`src/include/rtc_pkg.sv`:
```
// package: register map, field layouts, timing constants and state types of the rtc block
package rtc_pkg;

  localparam int ADDR_W = 12;
  localparam int PERIOD_W = 20;
  localparam int TIME_W = 32;
  localparam int PRE_W = 6;
  localparam int CYC_W = 16;

  // register byte offsets
  localparam logic [ADDR_W-1:0] OFS_CONTROL = 12'h000;
  localparam logic [ADDR_W-1:0] OFS_PERIOD = 12'h004;
  localparam logic [ADDR_W-1:0] OFS_LOW_CHAIN = 12'h008;
  localparam logic [ADDR_W-1:0] OFS_TIME = 12'h00c;
  localparam logic [ADDR_W-1:0] OFS_ALARM = 12'h010;
  localparam logic [ADDR_W-1:0] OFS_CYCLIC_N = 12'h014;
  localparam logic [ADDR_W-1:0] OFS_IRQ_STATUS = 12'h018;
  localparam logic [ADDR_W-1:0] OFS_IRQ_CLEAR = 12'h01c;
  localparam logic [ADDR_W-1:0] OFS_IRQ_ENABLE = 12'h020;
  localparam logic [ADDR_W-1:0] OFS_EXT_SELECT = 12'h024;

  // event bit positions in status, clear and enable
  localparam int EV_TICK = 0;
  localparam int EV_ALARM = 1;
  localparam int EV_CYCLIC = 2;
  localparam int EV_W = 3;

  // fixed 1/64 pre-division: prescaler wraps after this count
  localparam logic [PRE_W-1:0] PRE_LAST = 6'h3f;

  // low-power oscillator detection after reset
  localparam int CLK_PERIOD_NS = 100;
  localparam int DETECT_TIME_NS = 1000000;
  localparam int DETECT_CYCLES = DETECT_TIME_NS / CLK_PERIOD_NS;
  localparam int DET_W = 24;
  localparam logic [7:0] LP_EDGE_MIN = 8'h10;

  // reset values
  localparam logic [PERIOD_W-1:0] PERIOD_RST = 20'h00000;
  localparam logic [TIME_W-1:0] ALARM_RST = 32'hffffffff;
  localparam logic [CYC_W-1:0] CYC_N_RST = 16'h0000;

  typedef struct packed {
    logic run_in_sleep;
    logic powerdown_wake_cfg;
    logic osc_off_in_sleep;
    logic rtc_enable;
  } clock_unit_control_t;

  localparam clock_unit_control_t CTRL_RST = 4'h1;

  typedef struct packed {
    logic alarm;
    logic tick;
  } ext_irq_select_t;

  typedef struct packed {
    logic [PRE_W-1:0] pre;
    logic [PERIOD_W-1:0] div;
    logic [PERIOD_W-1:0] tick_period_value;
    logic [TIME_W-1:0] time_cnt;
    logic [TIME_W-1:0] alarm;
    logic [CYC_W-1:0] cyc_n;
    logic [CYC_W-1:0] cyc_cnt;
    clock_unit_control_t ctrl;
    ext_irq_select_t ext_sel;
    logic [EV_W-1:0] status;
    logic [EV_W-1:0] irq_en;
    logic main_prev;
    logic lp_prev;
    logic lp_sel;
    logic detect_done;
    logic [DET_W-1:0] det_cnt;
    logic [7:0] edge_cnt;
    logic tick;
    logic pready;
    logic pslverr;
    logic [31:0] prdata;
    logic irq;
    logic wake;
    logic [1:0] ext_irq;
    logic main_osc_en;
    logic lp_osc_en;
  } rtc_state_t;

endpackage

```
`src/logic/rtc_prescaler_alarm_counter.sv`:
```
// real-time clock: 1/64 prescaler, reloadable tick divider, time counter, alarm, apb registers
//
// Our own choices: the register addresses and the APB register port.
`timescale 1ns/1ps

// Operation
// RL1: the clock runs from the main or low-power oscillator input and can keep counting in sleep.
// RL2: the tick divider advances once per 64 edges of the selected input clock.
// RL3: the 20-bit divider reloads from the software period register at every tick.
// RL4: a tick interrupt request is raised once per tick when enabled.
// RL5: a cyclic interrupt is raised every n ticks, n programmable, when enabled.
// RL6: a 32-bit time counter, preloadable by software, advances once per tick.
// RL7: an alarm request is raised when the time counter equals the alarm register.
// RL8: prescaler, divider and time counter together form a readable 58-bit timer.
// RL9: the block wakes the chip from power-down only when the wake configuration bit is set.
// RL10: tick and alarm requests can be routed out as fast external interrupts that wake the chip.
// RL11: with the oscillator-off bit set, the clock oscillator stops on entry to power-down.
// RL12: in power-down with the clock disabled, both oscillators stop.
// RL13: after reset, a running low-power oscillation is detected and then drives the counter.
// RL14: on the low-power source the main oscillator stops in power-down, counting as configured.
// RL15: on the main source the main oscillator keeps running in power-down unless disabled.
// RL16: the registers are reachable by software over the peripheral bus.
// RL17: the divider counts down, and at zero gives a one-cycle tick and reloads.
module rtc_prescaler_alarm_counter
  import rtc_pkg::*;
#(
  parameter int DETECT_CYCLES_P = DETECT_CYCLES
) (
  input wire logic core_clk,
  input wire logic sys_rst,
  input wire logic psel,
  input wire logic penable,
  input wire logic pwrite,
  input wire logic [ADDR_W-1:0] paddr,
  input wire logic [31:0] pwdata,
  output logic [31:0] prdata,
  output logic pready,
  output logic pslverr,
  input wire logic main_osc_input,
  input wire logic low_power_osc_input,
  input wire logic powerdown_mode,
  output logic irq,
  output logic tick_irq_request,
  output logic alarm_irq_request,
  output logic wake_request,
  output logic main_osc_enable,
  output logic low_power_osc_enable,
  output logic low_power_source
);

  localparam logic [DET_W-1:0] DET_LAST = DET_W'(DETECT_CYCLES_P - 1);

  rtc_state_t s;
  rtc_state_t next_s;

  logic main_edge;
  logic lp_edge;
  logic src_edge;
  logic run;
  logic tick_ev;
  logic alarm_ev;
  logic cyc_ev;
  logic setup_ph;
  logic wr_en;
  logic [EV_W-1:0] clr;
  logic [EV_W-1:0] ev;
  logic [TIME_W-1:0] time_inc;

  always_comb begin
    next_s = s;
    next_s.tick = 1'b0;
    next_s.ext_irq = 2'h0;
    // error flag stands only in the access cycle, like pready
    next_s.pslverr = 1'b0;
    tick_ev = 1'b0;
    alarm_ev = 1'b0;
    cyc_ev = 1'b0;
    clr = '0;
    time_inc = s.time_cnt + 32'h00000001;

    // pin inputs are synchronous; edges on the selected oscillator drive the chain
    main_edge = main_osc_input & ~s.main_prev;
    lp_edge = low_power_osc_input & ~s.lp_prev;
    next_s.main_prev = main_osc_input;
    next_s.lp_prev = low_power_osc_input;

    // source choice is made once after reset; counting waits for it
    if (!s.detect_done) begin
      if (lp_edge && s.edge_cnt != 8'hff) begin
        next_s.edge_cnt = s.edge_cnt + 8'h01;
      end
      if (s.det_cnt == DET_LAST) begin
        next_s.detect_done = 1'b1;
        next_s.lp_sel = (s.edge_cnt >= LP_EDGE_MIN); // RL13
      end else begin
        next_s.det_cnt = s.det_cnt + 24'h000001;
      end
    end

    src_edge = s.lp_sel ? lp_edge : main_edge; // RL1
    // idle does not stop the chain; power-down does unless run_in_sleep
    run = s.detect_done & s.ctrl.rtc_enable & (~powerdown_mode | s.ctrl.run_in_sleep); // RL1 RL14

    if (run && src_edge) begin
      next_s.pre = s.pre + 6'h01; // RL2
      if (s.pre == PRE_LAST) begin
        if (s.div == '0) begin
          next_s.div = s.tick_period_value; // RL3 RL17
          tick_ev = 1'b1; // RL17
        end else begin
          next_s.div = s.div - 20'h00001; // RL17
        end
      end
    end

    if (tick_ev) begin
      next_s.tick = 1'b1;
      next_s.time_cnt = time_inc; // RL6
      alarm_ev = (time_inc == s.alarm); // RL7
      // n of zero disables the cyclic event
      if (s.cyc_n != '0) begin
        if (s.cyc_cnt == s.cyc_n - 16'h0001) begin
          cyc_ev = 1'b1; // RL5
          next_s.cyc_cnt = '0;
        end else begin
          next_s.cyc_cnt = s.cyc_cnt + 16'h0001;
        end
      end
    end

    // apb: setup cycle latches read data, access cycle answers with pready
    setup_ph = psel & ~penable;
    wr_en = psel & penable & s.pready & pwrite;
    next_s.pready = setup_ph; // RL16
    if (setup_ph) begin
      next_s.pslverr = 1'b0;
      next_s.prdata = 32'h00000000;
      case (paddr)
        OFS_CONTROL: next_s.prdata = {27'h0, s.lp_sel, s.ctrl};
        OFS_PERIOD: next_s.prdata = {12'h000, s.tick_period_value};
        OFS_LOW_CHAIN: next_s.prdata = {6'h00, s.div, s.pre}; // RL8
        OFS_TIME: next_s.prdata = s.time_cnt;
        OFS_ALARM: next_s.prdata = s.alarm;
        OFS_CYCLIC_N: next_s.prdata = {16'h0000, s.cyc_n};
        OFS_IRQ_STATUS: next_s.prdata = {29'h0, s.status};
        OFS_IRQ_CLEAR: next_s.prdata = 32'h00000000;
        OFS_IRQ_ENABLE: next_s.prdata = {29'h0, s.irq_en};
        OFS_EXT_SELECT: next_s.prdata = {30'h0, s.ext_sel};
        default: next_s.pslverr = 1'b1;
      endcase
    end

    if (wr_en) begin
      case (paddr)
        OFS_CONTROL: next_s.ctrl = pwdata[3:0];
        OFS_PERIOD: next_s.tick_period_value = pwdata[PERIOD_W-1:0]; // RL3
        // preload wins over a tick in the same cycle
        OFS_TIME: next_s.time_cnt = pwdata; // RL6
        OFS_ALARM: next_s.alarm = pwdata; // RL7
        OFS_CYCLIC_N: begin
          next_s.cyc_n = pwdata[CYC_W-1:0]; // RL5
          next_s.cyc_cnt = '0;
        end
        OFS_IRQ_CLEAR: clr = pwdata[EV_W-1:0];
        OFS_IRQ_ENABLE: next_s.irq_en = pwdata[EV_W-1:0];
        OFS_EXT_SELECT: next_s.ext_sel = pwdata[1:0]; // RL10
        default: next_s.ctrl = s.ctrl;
      endcase
    end

    // a new event beats a clear in the same cycle
    ev = {cyc_ev, alarm_ev, tick_ev};
    next_s.status = (s.status & ~clr) | ev; // RL4 RL5 RL7
    next_s.irq = |(next_s.status & s.irq_en); // RL4
    next_s.ext_irq = {alarm_ev & s.ext_sel.alarm, tick_ev & s.ext_sel.tick}; // RL10
    next_s.wake = powerdown_mode & s.ctrl.powerdown_wake_cfg & // RL9
                  (|(next_s.status & s.irq_en) | (|next_s.ext_irq)); // RL10

    // oscillator control in power-down
    next_s.main_osc_en = ~(powerdown_mode & (~s.ctrl.rtc_enable | s.lp_sel | // RL12 RL14 RL15
                                             s.ctrl.osc_off_in_sleep)); // RL11
    next_s.lp_osc_en = ~(powerdown_mode & (~s.ctrl.rtc_enable | // RL12
                                           (s.lp_sel & s.ctrl.osc_off_in_sleep))); // RL11
  end

  always_ff @(posedge core_clk or posedge sys_rst) begin
    if (sys_rst) begin
      s <= '0;
      s.tick_period_value <= PERIOD_RST;
      s.div <= PERIOD_RST;
      s.alarm <= ALARM_RST;
      s.cyc_n <= CYC_N_RST;
      s.ctrl <= CTRL_RST;
      s.main_osc_en <= 1'b1;
      s.lp_osc_en <= 1'b1;
    end else begin
      s <= next_s;
    end
  end

  assign prdata = s.prdata;
  assign pready = s.pready;
  assign pslverr = s.pslverr;
  assign irq = s.irq;
  assign tick_irq_request = s.ext_irq[0];
  assign alarm_irq_request = s.ext_irq[1];
  assign wake_request = s.wake;
  assign main_osc_enable = s.main_osc_en;
  assign low_power_osc_enable = s.lp_osc_en;
  assign low_power_source = s.lp_sel;

  logic time_wr_q;
  always_ff @(posedge core_clk or posedge sys_rst) begin
    if (sys_rst) begin
      time_wr_q <= 1'b0;
    end else begin
      time_wr_q <= wr_en && (paddr == OFS_TIME);
    end
  end
endmodule

```
`config.mk`:
```
export PLATFORM = sky130hd
export DESIGN_NAME = rtc_prescaler_alarm_counter
export DESIGN_NICKNAME = d
export VERILOG_FILES = /design/src/include/rtc_pkg.sv /design/src/logic/rtc_prescaler_alarm_counter.sv
export SDC_FILE = /design/constraint.sdc
export NUM_CORES = 1
export LEC_CHECK = 0
export BUFFER_PORTS_ARGS = -buffer_cell sky130_fd_sc_hd__buf_2
export CORE_MARGIN = 4
export CORE_UTILIZATION = 55
export CTS_BUF_LIST = sky130_fd_sc_hd__clkbuf_16
export DETAILED_ROUTE_END_ITERATION = 10
export PLACE_DENSITY = 0.81
export SETUP_SLACK_MARGIN = 0.05
export SYNTH_ARGS = -nofsm -noshare
export SYNTH_HDL_FRONTEND = slang
export SYNTH_SLANG_ARGS = --single-unit
```
`constraint.sdc`:
```
create_clock -name core_clk -period 7.8 [get_ports core_clk]
set_input_delay 0 -clock core_clk [delete_from_list [all_inputs] [get_ports core_clk]]
set_output_delay 0 -clock core_clk [all_outputs]
set_load 0.02 [all_outputs]
```
# Word level (Yosys, flattened, before mapping)
# Cells that the tools add are included.
# word_totals
register_bits	230
elab_cells	130
input_bits	52
out_inout_bits	41
# op_classes
mux	28
n_addsub	7
bitwise_logic	33
magnitude_cmp	1
n_eq_ne	14
n_reduce_logical	18
# ops
operator	n
32-bit one-hot mux with 9 select lines	1
32-bit 2-to-1 mux	4
102-bit 2-to-1 mux	1
33-bit 2-to-1 mux	2
12-bit by 5-bit equality test with 1-bit output, second input constant	4
16-bit 2-to-1 mux	3
32-bit by 1-bit adder with 32-bit output, second input constant	1
32-bit equality test	1
24-bit by 1-bit adder with 24-bit output, second input constant	1
12-bit by 4-bit equality test with 1-bit output, second input constant	2
12-bit by 6-bit equality test with 1-bit output, second input constant	2
24-bit by 14-bit equality test with 1-bit output, second input constant	1
24-bit 2-to-1 mux	1
20-bit logical NOT	1
20-bit 2-to-1 mux	1
2-bit AND reduction	10
20-bit by 1-bit subtractor with 20-bit output, second input constant	1
16-bit by 1-bit adder with 16-bit output, second input constant	1
16-bit equality test	1
16-bit nonzero test	1
16-bit by 1-bit subtractor with 16-bit output, second input constant	1
1-bit bitwise AND	15
12-bit by 3-bit equality test with 1-bit output, second input constant	1
12-bit logical NOT	1
19 further kinds	43

# Logic depth before layout (Yosys ltp)
# Gate-level depths: netlist of the first run.
# logic_depth
ltp_word	11
mapped_depth	12

# Worst setup path after synthesis of the first run
# Ideal clock, no wire load.
# synth_path
kind	reg-to-reg
start	register s[107] in the netlist's numbering
end	register s[101] in the netlist's numbering
n_path_buf	3
t_required_ps	7681
slack_ps	5042
path_stages_with_launch	12
setup_ps	119
t_arrival_ps	2639
cell_sequence	dfrtp_1 buf_6 or4_4 a311oi_1 a211oi_1 or4b_4 a2111oi_4 nand3_1 nand2b_1 buf_6 buf_12 nor2_2
# synth_rtl
element	line	rtl
start: declaration	rtc_prescaler_alarm_counter.sv:53	rtc_state_t s;
start signal: assignment	rtc_prescaler_alarm_counter.sv:197	s <= next_s;

==> metrics.csv, run 1 <==
stage;metric;value;unit
routing;Pre-Repair DR Iteration Count;6;
routing;routed vias;10587;
final_layout;number of flip-flops under the largest register name;189;
clock_network;post-CTS setup buffers;0;
final_layout;area delta synth->final;12.30;%
status;status;completed;
clock_network;hold buffer count at cts;44;
worst_setup_path;Critical Path RT;8.24;ns
final_layout;n_diodes;0;
yosys;Yosys cell types;72;
global_routing;initial antenna violation count;1;
clock_network;Num CTS Buffers;24;
sta;total negative slack;0;ns
sta;Final period util;45.26;%
yosys;YS warnings;0;
routing;final WL;35320;um
hold_path;Hold Path Class;in2reg;
die;Core ar.;22640;um2
sta;Worst Skew;0.02283;ns
yosys;post-synthesis sequential area ratio;45.75;%
clock_network;post_cts resized;0;
die;total die area;25540;um2
sta;Slew @ Worst Pin;1.070;ns
sta;Max Fclk;283.3;MHz
yosys;Yosys reg bits;230;
clock_network;Clock Latency Late Sink;0.53;ns
sta;RSZ-0062 raised after global routing;false;
worst_setup_path;critical path data arrival time;3.97;ns
final_layout;Final nets;1417;
routing;vias per inst;6.382;
yosys;Post-synth EDFFs;0;
worst_setup_path;Critical Path End Type;flip-flop;
yosys;top cells by area, synth;dfrtp_1 38%, dfstp_2 7.3%, mux2_2 6.8%;
die;die extent in y;159.8;um
final_layout;share of post-route cells with drive strength above 1;20.31;%
yosys;share of the synthesized area in the top cell type;38.49;%
sta;slew margin rel.;27.99;%
clock_network;clock-pin slew on the worst setup and hold paths;0.06;ns
sta;Slew Viols, Final;0;
global_routing;first-pass GRT wire length;56750;um
global_routing;total track usage;27.08;%
worst_setup_path;kind of critical path;reg2reg;
placement;port buffer count;92;
die;boundary pin count;93;
power;pwr/cell area;174.3;nW/um2
sta;# setup viols final;0;
power;Peak VDD IR;0.1693;mV
hold_path;Worst Hold Path Cells;2;
clock_network;Clock Tree Buf Depth;3;
die;initial core utilization;55.99;%
run;number of max-cap violations;0;
routing;DRT antenna net count;0;
yosys;Synth Flop Type;dfrtp_1;
global_routing;largest net degree at the start of global routing;110;
routing;DRT iter0 DRCs;1295;
final_layout;FILL cells;1831;
routing;wire length per cell;21.29;um
clock_network;CTS tree;done;
die;width of the die;159.8;um
yosys;Async S/R FF share, synth;100.0;%
worst_setup_path;Worst setup SP type;flip-flop;
sta;Period minus WS final;3.530;ns
power;Total Power;2481;uW
yosys;syn_area_per_cell;9.850;um2
power;Pleak;0.006166;uW
placement;DP Wirelength;24170;um
placement;GP Congestion;0.9601;
final_layout;multi-input logic area;6292;um2
global_routing;grt ovf;0;
global_routing;vias in the first global route;10287;
clock_network;clk sinks;230;
clock_network;root buffer cell;clkbuf_16;
die;FP Rows;55;
final_layout;Final Core Density;62.88;%
worst_setup_path;critical-path maximum fanout;9;
sta;Final Hold Fails;0;
final_layout;FF/Latch Area;5799;um2
yosys;Synthesized Nets;1348;
final_layout;largest reg by FF count;s;
worst_setup_path;worst reg-to-reg path cell count;9;
yosys;Mapped Area;12680;um2
yosys;post-synth top area cell;dfrtp_1;
clock_network;H-tree depth;1;
routing;DRC Markers;0;
yosys;Mapped Cells;1287;
==> layout make-up <==
| type | instances | area share, % |
|---|---|---|
| inverters | 23 | 0.6592 |
| clock buffers | 25 | 4.394 |
| multi-input cells | 929 | 44.20 |
| repair buffers | 148 | 6.961 |
| flip-flops and latches | 230 | 40.74 |
| clock inverters | 19 | 0.5449 |
| well taps | 285 | 2.505 |
==> report_power, final <==
| group | total [uW] | internal, uW | leakage, uW | switching (uW) |
|---|---|---|---|---|
| combinational | 177 | 66.7 | 0.00283 | 110 |
| clock | 1050 | 575 | 0.000383 | 471 |
| sequential | 1260 | 1230 | 0.00295 | 27.5 |
==> through the flow <==
step / hold slack (ns) / instances / area [um2] / setup WS, ns
floorplan: 0.03143 / 1287 / 12680 / 1.553
global placement: 0.1369 / 1571 / 13090 / 4.393
detailed placement: 0.1383 / 1571 / 13090 / 4.344
CTS: 0.1068 / 1659 / 14240 / 4.318
global route: 0.1496 / 1659 / 14240 / 3.971
finish: 0.1371 / 1659 / 14240 / 4.270
==> final timing paths <==
| check | startpoint | slack (ns) | endpoint |
|---|---|---|---|
| worst min-delay path | main_osc_input | 0.14 | s[76] |
| worst max register to register | s[153] | 4.27 | wake_request |
| max in group asynchronous | sys_rst | 5.57 | prdata[31] |
| worst max-delay path | s[153] | 4.27 | wake_request |
| worst min register to register | s[59] | 0.48 | s[59] |
| min in group asynchronous | sys_rst | 0.16 | s[65] |
==> cells in the mapped netlist, types with 4 or more instances <==
library cell and instances:
a211oi_1 5, a21oi_1 78, a222oi_1 26, a22oi_1 29, a31oi_1 21, and2_1 7, and3_1 16, and4_1 10
buf_2 9, buf_4 32, clkbuf_1 61, dfrtp_1 195, dfstp_2 35, ha_1 9, inv_1 23, mux2_2 77
nand2_1 85, nand2b_1 10, nand3_1 45, nand4_1 42, nor2_1 130, nor2_2 10, nor3_1 33, nor3b_1 5
nor4_1 23, nor4_2 6, nor4b_1 4, o21ai_0 32, o31ai_1 4, o41ai_1 4, or3_1 9, or4_1 4
xnor2_1 84, xor2_1 60
==> kinds of logic (layout without fill, tap and decap cells) <==
family                   Yosys count  count (layout)  synth area share, %
flip-flops                       230             230                45.75
XOR/XNOR                         144             144                9.949
AO/OA/AOI/OAI                    237             237                12.69
buffers and inverters            128             215                5.073
adder cells (fa/ha/maj)            9               9               0.8883
multiplexers                      78              78                6.919
AND/OR/NAND/NOR                  461             461                18.73
==> critical path: stages (launching register included) <==
cell,delay (ns)
dfrtp_1,0.51
ha_1,0.31
nand4_1,0.35
nor4_2,0.94
nand4_1,0.20
xnor2_1,0.19
nand4_1,0.11
nor4_1,0.44
o2111ai_1,0.20
a31oi_1,0.19
==> metal layers <==
metal  vias to the layer above  share of wire (%)  track usage, %
met5                         -              0.037               0
met4                         2                2.5           7.743
met3                        84                9.6           4.877
met2                       537                 44           40.13
met1                      5195                 44           41.03
li1                       4769                  -               -
==> layout by cell type, fill, tap and decap left out, types with 7 or more instances in the layout <==
cell type      instances
nand4_1               42
o21ai_0               32
and4_1                10
xnor2_1               84
nand2_1               84
and3_1                16
nor2_1               129
nor3_1                31
inv_1                 31
dlygate4sd3_1         44
xor2_1                60
a31oi_1               21
clkbuf_16             25
nor4_1                21
nand2b_1              10
ha_1                   9
nand3_1               45
and2_1                 7
dfstp_2               35
mux2_2                77
a22oi_1               29
a222oi_1              26
buf_4                 12
dfrtp_1              195
a21oi_1               78
nor2_2                10
buf_2                 92
or3_1                  9
No activity file was read; power rests on OpenSTA's default activity.
==> run 2, diff against run 1 <==
- clock period: 7.8 -> 3.6 ns (I/O delays scaled with it)
==> run 2 against run 1 <==
Clock power rose by 130%. Routed wire length grew 1.5%. Sequential share of layout area fell by 0.55 points. Flip-flop and latch count unchanged. Design area rose by 1.4%.
==> metrics.csv, run 2 (synthesized netlist as in run 1, its figures left out) <==
stage;metric;value;unit;change
status;status;completed;;
clock_network;root buffer cell;clkbuf_16;;
worst_setup_path;Worst setup SP type;flip-flop;;
clock_network;post-CTS setup buffers;0;;unchanged
sta;Slew @ Worst Pin;1.071;ns;+0.001007 ns
run;number of max-cap violations;0;;unchanged
placement;DP Cell Count;1585;;+0.89%
routing;DRC Markers;0;;unchanged
routing;DRT antenna net count;0;;unchanged
die;boundary pin count;93;;unchanged
clock_network;clock-pin slew on the worst setup and hold paths;0.07;ns;about the same
die;total die area;25540;um2;unchanged
worst_setup_path;Critical Path End Type;flip-flop;;
routing;Pre-Repair DR Iteration Count;7;;+1
final_layout;final std cells w/o fill;1676;;+1.0%
final_layout;share of post-route cells with drive strength above 1;21.35;%;+1.0 points
worst_setup_path;Critical Path RT;4.05;ns;-4.19 ns
die;FP Rows;55;;unchanged
clock_network;Num CTS Buffers;25;;+4.2%
sta;total negative slack;0;ns;unchanged
sta;slew margin rel.;28.58;%;+0.59 points
power;Pleak;0.006247;uW;+1.3%
final_layout;Final nets;1434;;+1.2%
routing;DRT iter0 DRCs;1421;;+9.7%
worst_setup_path;Worst R2R Setup Slack;0.39;ns;-3.88 ns
sta;final worst setup slack;0.3923;ns;-3.878 ns
global_routing;vias in the first global route;10488;;+2.0%
final_layout;most common cell after layout, fill and taps aside;dfrtp_1;;
global_routing;largest net degree at the start of global routing;181;;+65%
sta;Max Fclk;311.8;MHz;+10%
final_layout;largest reg by FF count;s;;
placement;port buffer count;92;;unchanged
placement;DP Wirelength;24500;um;+1.4%
clock_network;hold buffer count at cts;46;;+4.5%
power;Peak VDD IR;0.3647;mV;+120%
clock_network;CTS tree;done;;
sta;RSZ-0062 raised after global routing;false;;
sta;Worst Skew;0.01076;ns;-0.01207 ns
routing;final WL;35840;um;+1.5%
clock_network;Clock Tree Buf Depth;3;;unchanged
final_layout;area delta synth->final;13.83;%;
power;pwr/cell area;384.9;nW/um2;+120%
sta;Fin Hold WS;0.08158;ns;-0.05550 ns
worst_setup_path;critical-path maximum fanout;9;;unchanged
final_layout;n_diodes;0;;unchanged
die;width of the die;159.8;um;unchanged
worst_setup_path;kind of critical path;reg2reg;;
worst_setup_path;worst reg-to-reg path cell count;9;;unchanged
hold_path;Hold Path Class;in2reg;;
global_routing;first-pass GRT wire length;56900;um;+0.26%
hold_path;Worst Hold Path Cells;6;;+4
sta;Period minus WS final;3.208;ns;-0.3223 ns
global_routing;initial antenna violation count;1;;unchanged
sta;# setup viols final;0;;unchanged
clock_network;post_cts resized;0;;unchanged
die;die extent in y;159.8;um;unchanged
sta;Slew Viols, Final;0;;unchanged
worst_setup_path;critical path data arrival time;3.66;ns;-0.31 ns
die;Core ar.;22640;um2;unchanged
routing;wire length per cell;21.39;um;+0.46%
clock_network;Clock Latency Late Sink;0.53;ns;about the same
sta;Final Hold Fails;0;;unchanged
global_routing;grt ovf;0;;unchanged
placement;dpl ws;0.4319;ns;-3.912 ns
global_routing;total track usage;27.44;%;+0.36 points
final_layout;commonest non-fill, non-tap cells in the layout;195 x dfrtp_1, 129 x nor2_1, 92 x buf_2;;
final_layout;number of flip-flops under the largest register name;189;;unchanged
routing;routed vias;10608;;+0.20%
sta;Final period util;89.10;%;+44 points
routing;vias per inst;6.329;;-0.82%
die;initial core utilization;55.99;%;unchanged
placement;GP Congestion;0.9549;;-0.54%
clock_network;H-tree depth;1;;unchanged
clock_network;clk sinks;230;;unchanged
run 2: cell types whose count changed in the layout (fill, tap and decap cells not counted):
| cell | previous run | this run |
|---|---|---|
| buf_12 | 0 | 1 |
| buf_4 | 12 | 25 |
| clkinvlp_4 | 0 | 2 |
| bufinv_16 | 0 | 2 |
| clkinv_1 | 5 | 7 |
| nor2_2 | 10 | 11 |
| inv_6 | 0 | 1 |
| inv_8 | 1 | 0 |
| inv_1 | 31 | 26 |
| nor2_4 | 1 | 0 |
| dlygate4sd3_1 | 44 | 46 |
run 2: critical path: stages (launching register included):
cell	delay (ns)
dfrtp_1	0.53
ha_1	0.32
nand4_1	0.37
or2_2	0.44
a211oi_1	0.21
nor3_1	0.08
a2111oi_0	0.48
and4_1	0.36
o2111ai_1	0.15
a31oi_1	0.20
run 2: per-layer routing:
metal	GRT usage, %	share of wire [%]	vias up
met5	0	0.036	-
met4	8.056	2.4	2
met3	7.071	11	69
met2	41.60	44	606
met1	39.28	42	5119
li1	-	-	4812
run 2: power by group:
part / total (uW) / internal [uW] / switching (uW)
Sequential: 2730 / 2670 / 57.9
Clock: 2440 / 1400 / 1050
Combinational: 382 / 146 / 236
run 2: layout make-up:
class | count | area, um2
flip-flops and latches | 230 | 5799
fillers | 1772 | 8210
inverters | 23 | 90.09
multi-input cells | 929 | 6287
clock inverters | 20 | 142.6
well taps | 285 | 356.6
repair buffers | 164 | 1129
clock buffers | 25 | 625.6
run 2: final timing paths:
path	end	from
min reg2reg	s[72]	s[72]
min in group asynchronous	s[101]	sys_rst
max reg2reg	wake_request	s[153]
max	wake_request	s[153]
min	pslverr	paddr[10]
max in group asynchronous	prdata[13]	sys_rst
run 2: metrics by stage:
step / utilization, % / area [um2] / total power (uW)
global route: 63.74 / 14430 / 5767
floorplan: - / 12680 / 3026
CTS: 63.74 / 14430 / 5586
global placement: 58.31 / 13200 / 3103
detailed placement: 58.31 / 13200 / 3115
finish: 63.74 / 14430 / 5554
==> run 3, diff against run 2 <==
- PLACE_DENSITY: 0.81 -> 0.74
==> run 3 against run 2 <==
Core utilization grew 0.17 points. Total power grew 1.5%. Global-route usage shrank 0.66 points. Sequential share of layout area shrank 0.11 points. Hold slack lost 0.075 ns. First-iteration DRC count shrank 32%. Sequential power is essentially flat. Flip-flop and latch count is the same. Critical path depth is the same. Final cell count is essentially flat. Combinational power shrank 2%. Design area grew 0.27%. Largest power group unchanged. Highest routed layer is now met4.
==> metrics.csv, run 3 (synthesized netlist as in run 1, its figures left out) <==
stage;metric;value;unit;change
die;Core ar.;22640;um2;unchanged
final_layout;Final Core Density;63.91;%;+0.17 points
global_routing;global-route track usage on met1;38.50;%;-0.78 points
routing;vias per inst;6.232;;-1.5%
final_layout;Final Instance Area;14470;um2;+0.27%
global_routing;largest net degree at the start of global routing;94;;-48%
global_routing;grt ovf;0;;unchanged
worst_setup_path;Worst R2R Setup Slack;0.40;ns;about the same
clock_network;Num CTS Buffers;26;;+4.0%
worst_setup_path;critical path data arrival time;3.65;ns;about the same
global_routing;initial antenna violation count;0;;-1
die;initial core utilization;55.99;%;unchanged
routing;routed vias;10451;;-1.5%
sta;Fin Hold WS;0.006721;ns;-0.07486 ns
clock_network;Clock Tree Buf Depth;3;;unchanged
clock_network;Clock Latency Late Sink;0.54;ns;about the same
worst_setup_path;Worst setup SP type;flip-flop;;
global_routing;met3 Use GR;4.697;%;-2.4 points
run;number of max-cap violations;0;;unchanged
final_layout;multi-input logic area;6287;um2;unchanged
final_layout;share of post-route cells with drive strength above 1;21.48;%;+0.13 points
sta;slew margin rel.;35.77;%;+7.2 points
final_layout;n_diodes;0;;unchanged
clock_network;CTS tree;done;;
sta;total negative slack;0;ns;unchanged
global_routing;vias in the first global route;10085;;-3.8%
hold_path;Worst Hold Path Cells;3;;-3
worst_setup_path;worst reg-to-reg path cell count;9;;unchanged
global_routing;first-pass GRT wire length;55750;um;-2.0%
hold_path;Hold Startpoint;psel;;
final_layout;FILL cells;1836;;+3.6%
final_layout;area delta synth->final;14.13;%;
worst_setup_path;worst path cell trace;ha_1 > nand4_1 > or3_1 > a211oi_1 > a41o_1 > nand4_1 > nor4_1 > o2111ai_1 > a31oi_1;;
clock_network;root buffer cell;clkbuf_16;;
power;Total Power;5635;uW;+1.5%
global_routing;routing usage on met2;42.74;%;+1.1 points
sta;Slew Viols, Final;0;;unchanged
placement;DP Wirelength;24660;um;+0.64%
routing;final WL;34730;um;-3.1%
sta;Max Fclk;312.5;MHz;+0.25%
clock_network;post-CTS setup buffers;0;;unchanged
worst_setup_path;Crit-path slowest cell;dfrtp_1;;
routing;Pre-Repair DR Iteration Count;6;;-1
die;total die area;25540;um2;unchanged
sta;# setup viols final;0;;unchanged
worst_setup_path;cell family with most CP delay;simple AND/OR/NAND/NOR gates;;
sta;Period minus WS final;3.200;ns;-0.008054 ns
clock_network;post_cts resized;0;;unchanged
die;die extent in y;159.8;um;unchanged
worst_setup_path;RR Endpoint;wake_request;;
placement;Area after DPL;13220;um2;+0.15%
worst_setup_path;WP depth;9;;unchanged
hold_path;Hold Path Class;in2reg;;
sta;RSZ-0062 raised after global routing;false;;
global_routing;total track usage;26.78;%;-0.66 points
clock_network;clock-pin slew on the worst setup and hold paths;0.06;ns;about the same
die;FP Rows;55;;unchanged
worst_setup_path;crit-path most repeated cell;nand4_1;;
routing;DRT iter0 DRCs;969;;-32%
worst_setup_path;kind of critical path;reg2reg;;
worst_setup_path;CP max stage delay;0.52;ns;about the same
final_layout;FF/Latch Area;5799;um2;unchanged
global_routing;busiest layer in global routing;met2;;
worst_setup_path;WP buf/inv;0;;unchanged
sta;Worst Skew;0.01981;ns;+0.009055 ns
clock_network;clk sinks;230;;unchanged
final_layout;Final nets;1433;;-0.070%
die;boundary pin count;93;;unchanged
routing;DRT antenna net count;0;;unchanged
status;status;completed;;
sta;Slew @ Worst Pin;0.9624;ns;-0.1089 ns
worst_setup_path;reg2reg start;s[153];;
power;Peak VDD IR;0.3529;mV;-3.3%
final_layout;number of flip-flops under the largest register name;189;;unchanged
power;pwr/cell area;389.5;nW/um2;+1.2%
die;width of the die;159.8;um;unchanged
hold_path;Hold Path End;pslverr;;
sta;Final period util;88.88;%;-0.22 points
placement;port buffer count;92;;unchanged
final_layout;commonest non-fill, non-tap cells in the layout;195 x dfrtp_1, 129 x nor2_1, 92 x buf_2;;
routing;wire length per cell;20.71;um;-3.2%
power;Pleak;0.006277;uW;+0.48%
worst_setup_path;critical-path maximum fanout;9;;unchanged
placement;GP Congestion;0.9486;;-0.66%
routing;DRC Markers;0;;unchanged
final_layout;largest reg by FF count;s;;
sta;Final Hold Fails;0;;unchanged
clock_network;H-tree depth;1;;unchanged
worst_setup_path;Critical Path RT;4.05;ns;about the same
worst_setup_path;Critical Path End Type;flip-flop;;
final_layout;most common cell after layout, fill and taps aside;dfrtp_1;;
[run 3: cell count changes in the layout (fill, tap and decap cells not counted), sizes merged]
cell | previous run | this run
buf | 118 | 119
clkbuf | 25 | 27
inv | 27 | 28
dlygate4sd3 | 46 | 43
[run 3: area by class of cell]
class                   count  area share [%]
inverters                  23          0.6226
clock buffers              27           4.670
repair buffers            162           7.731
clock inverters            21          0.9772
well taps                 285           2.465
flip-flops and latches    230           40.08
multi-input cells         929           43.45
[run 3: how the worst max path moves through the flow]
| stage | startpoint | end | slack, ns |
|---|---|---|---|
| 2_1_floorplan | sys_rst | alarm_irq_request | 0.62 |
| 3_3_place_gp | s[153] | wake_request | 0.58 |
| 3_5_place_dp | s[153] | wake_request | 0.49 |
| 4_1_cts | s[153] | wake_request | 0.44 |
| 5_1_grt | s[153] | wake_request | 0.18 |
| 6_report | s[153] | wake_request | 0.40 |
[run 3: repair_timing]
action                     in CTS  in global routing
hold buffers                   43                  0
hold endpoints to repair      330                  0
setup endpoints to repair       0                  0
[run 3: worst reg2reg max path, stage by stage, from the launching register on]
cell       delay (ns)
dfrtp_1          0.52
ha_1             0.32
nand4_1          0.37
or3_1            0.49
a211oi_1         0.25
a41o_1           0.16
nand4_1          0.10
nor4_1           0.47
o2111ai_1        0.22
a31oi_1          0.22
[run 3: power by group]
part | switching, uW | internal (uW)
Combinational | 229 | 147
Clock | 1040 | 1490
Sequential | 58.8 | 2670
Total | 1330 | 4300
[run 3: per-layer routing]
metal | vias to the layer above | routed length [um]
met5 | - | 0
met4 | 0 | 654
met3 | 59 | 3012
met2 | 452 | 15970
met1 | 5138 | 15090
li1 | 4802 | -
[run 3: stage by stage]
stage	instances	setup slack, ns
floorplan	1287	0.6206
global placement	1586	0.5805
detailed placement	1586	0.4883
CTS	1677	0.4368
global route	1677	0.1821
finish	1677	0.4004
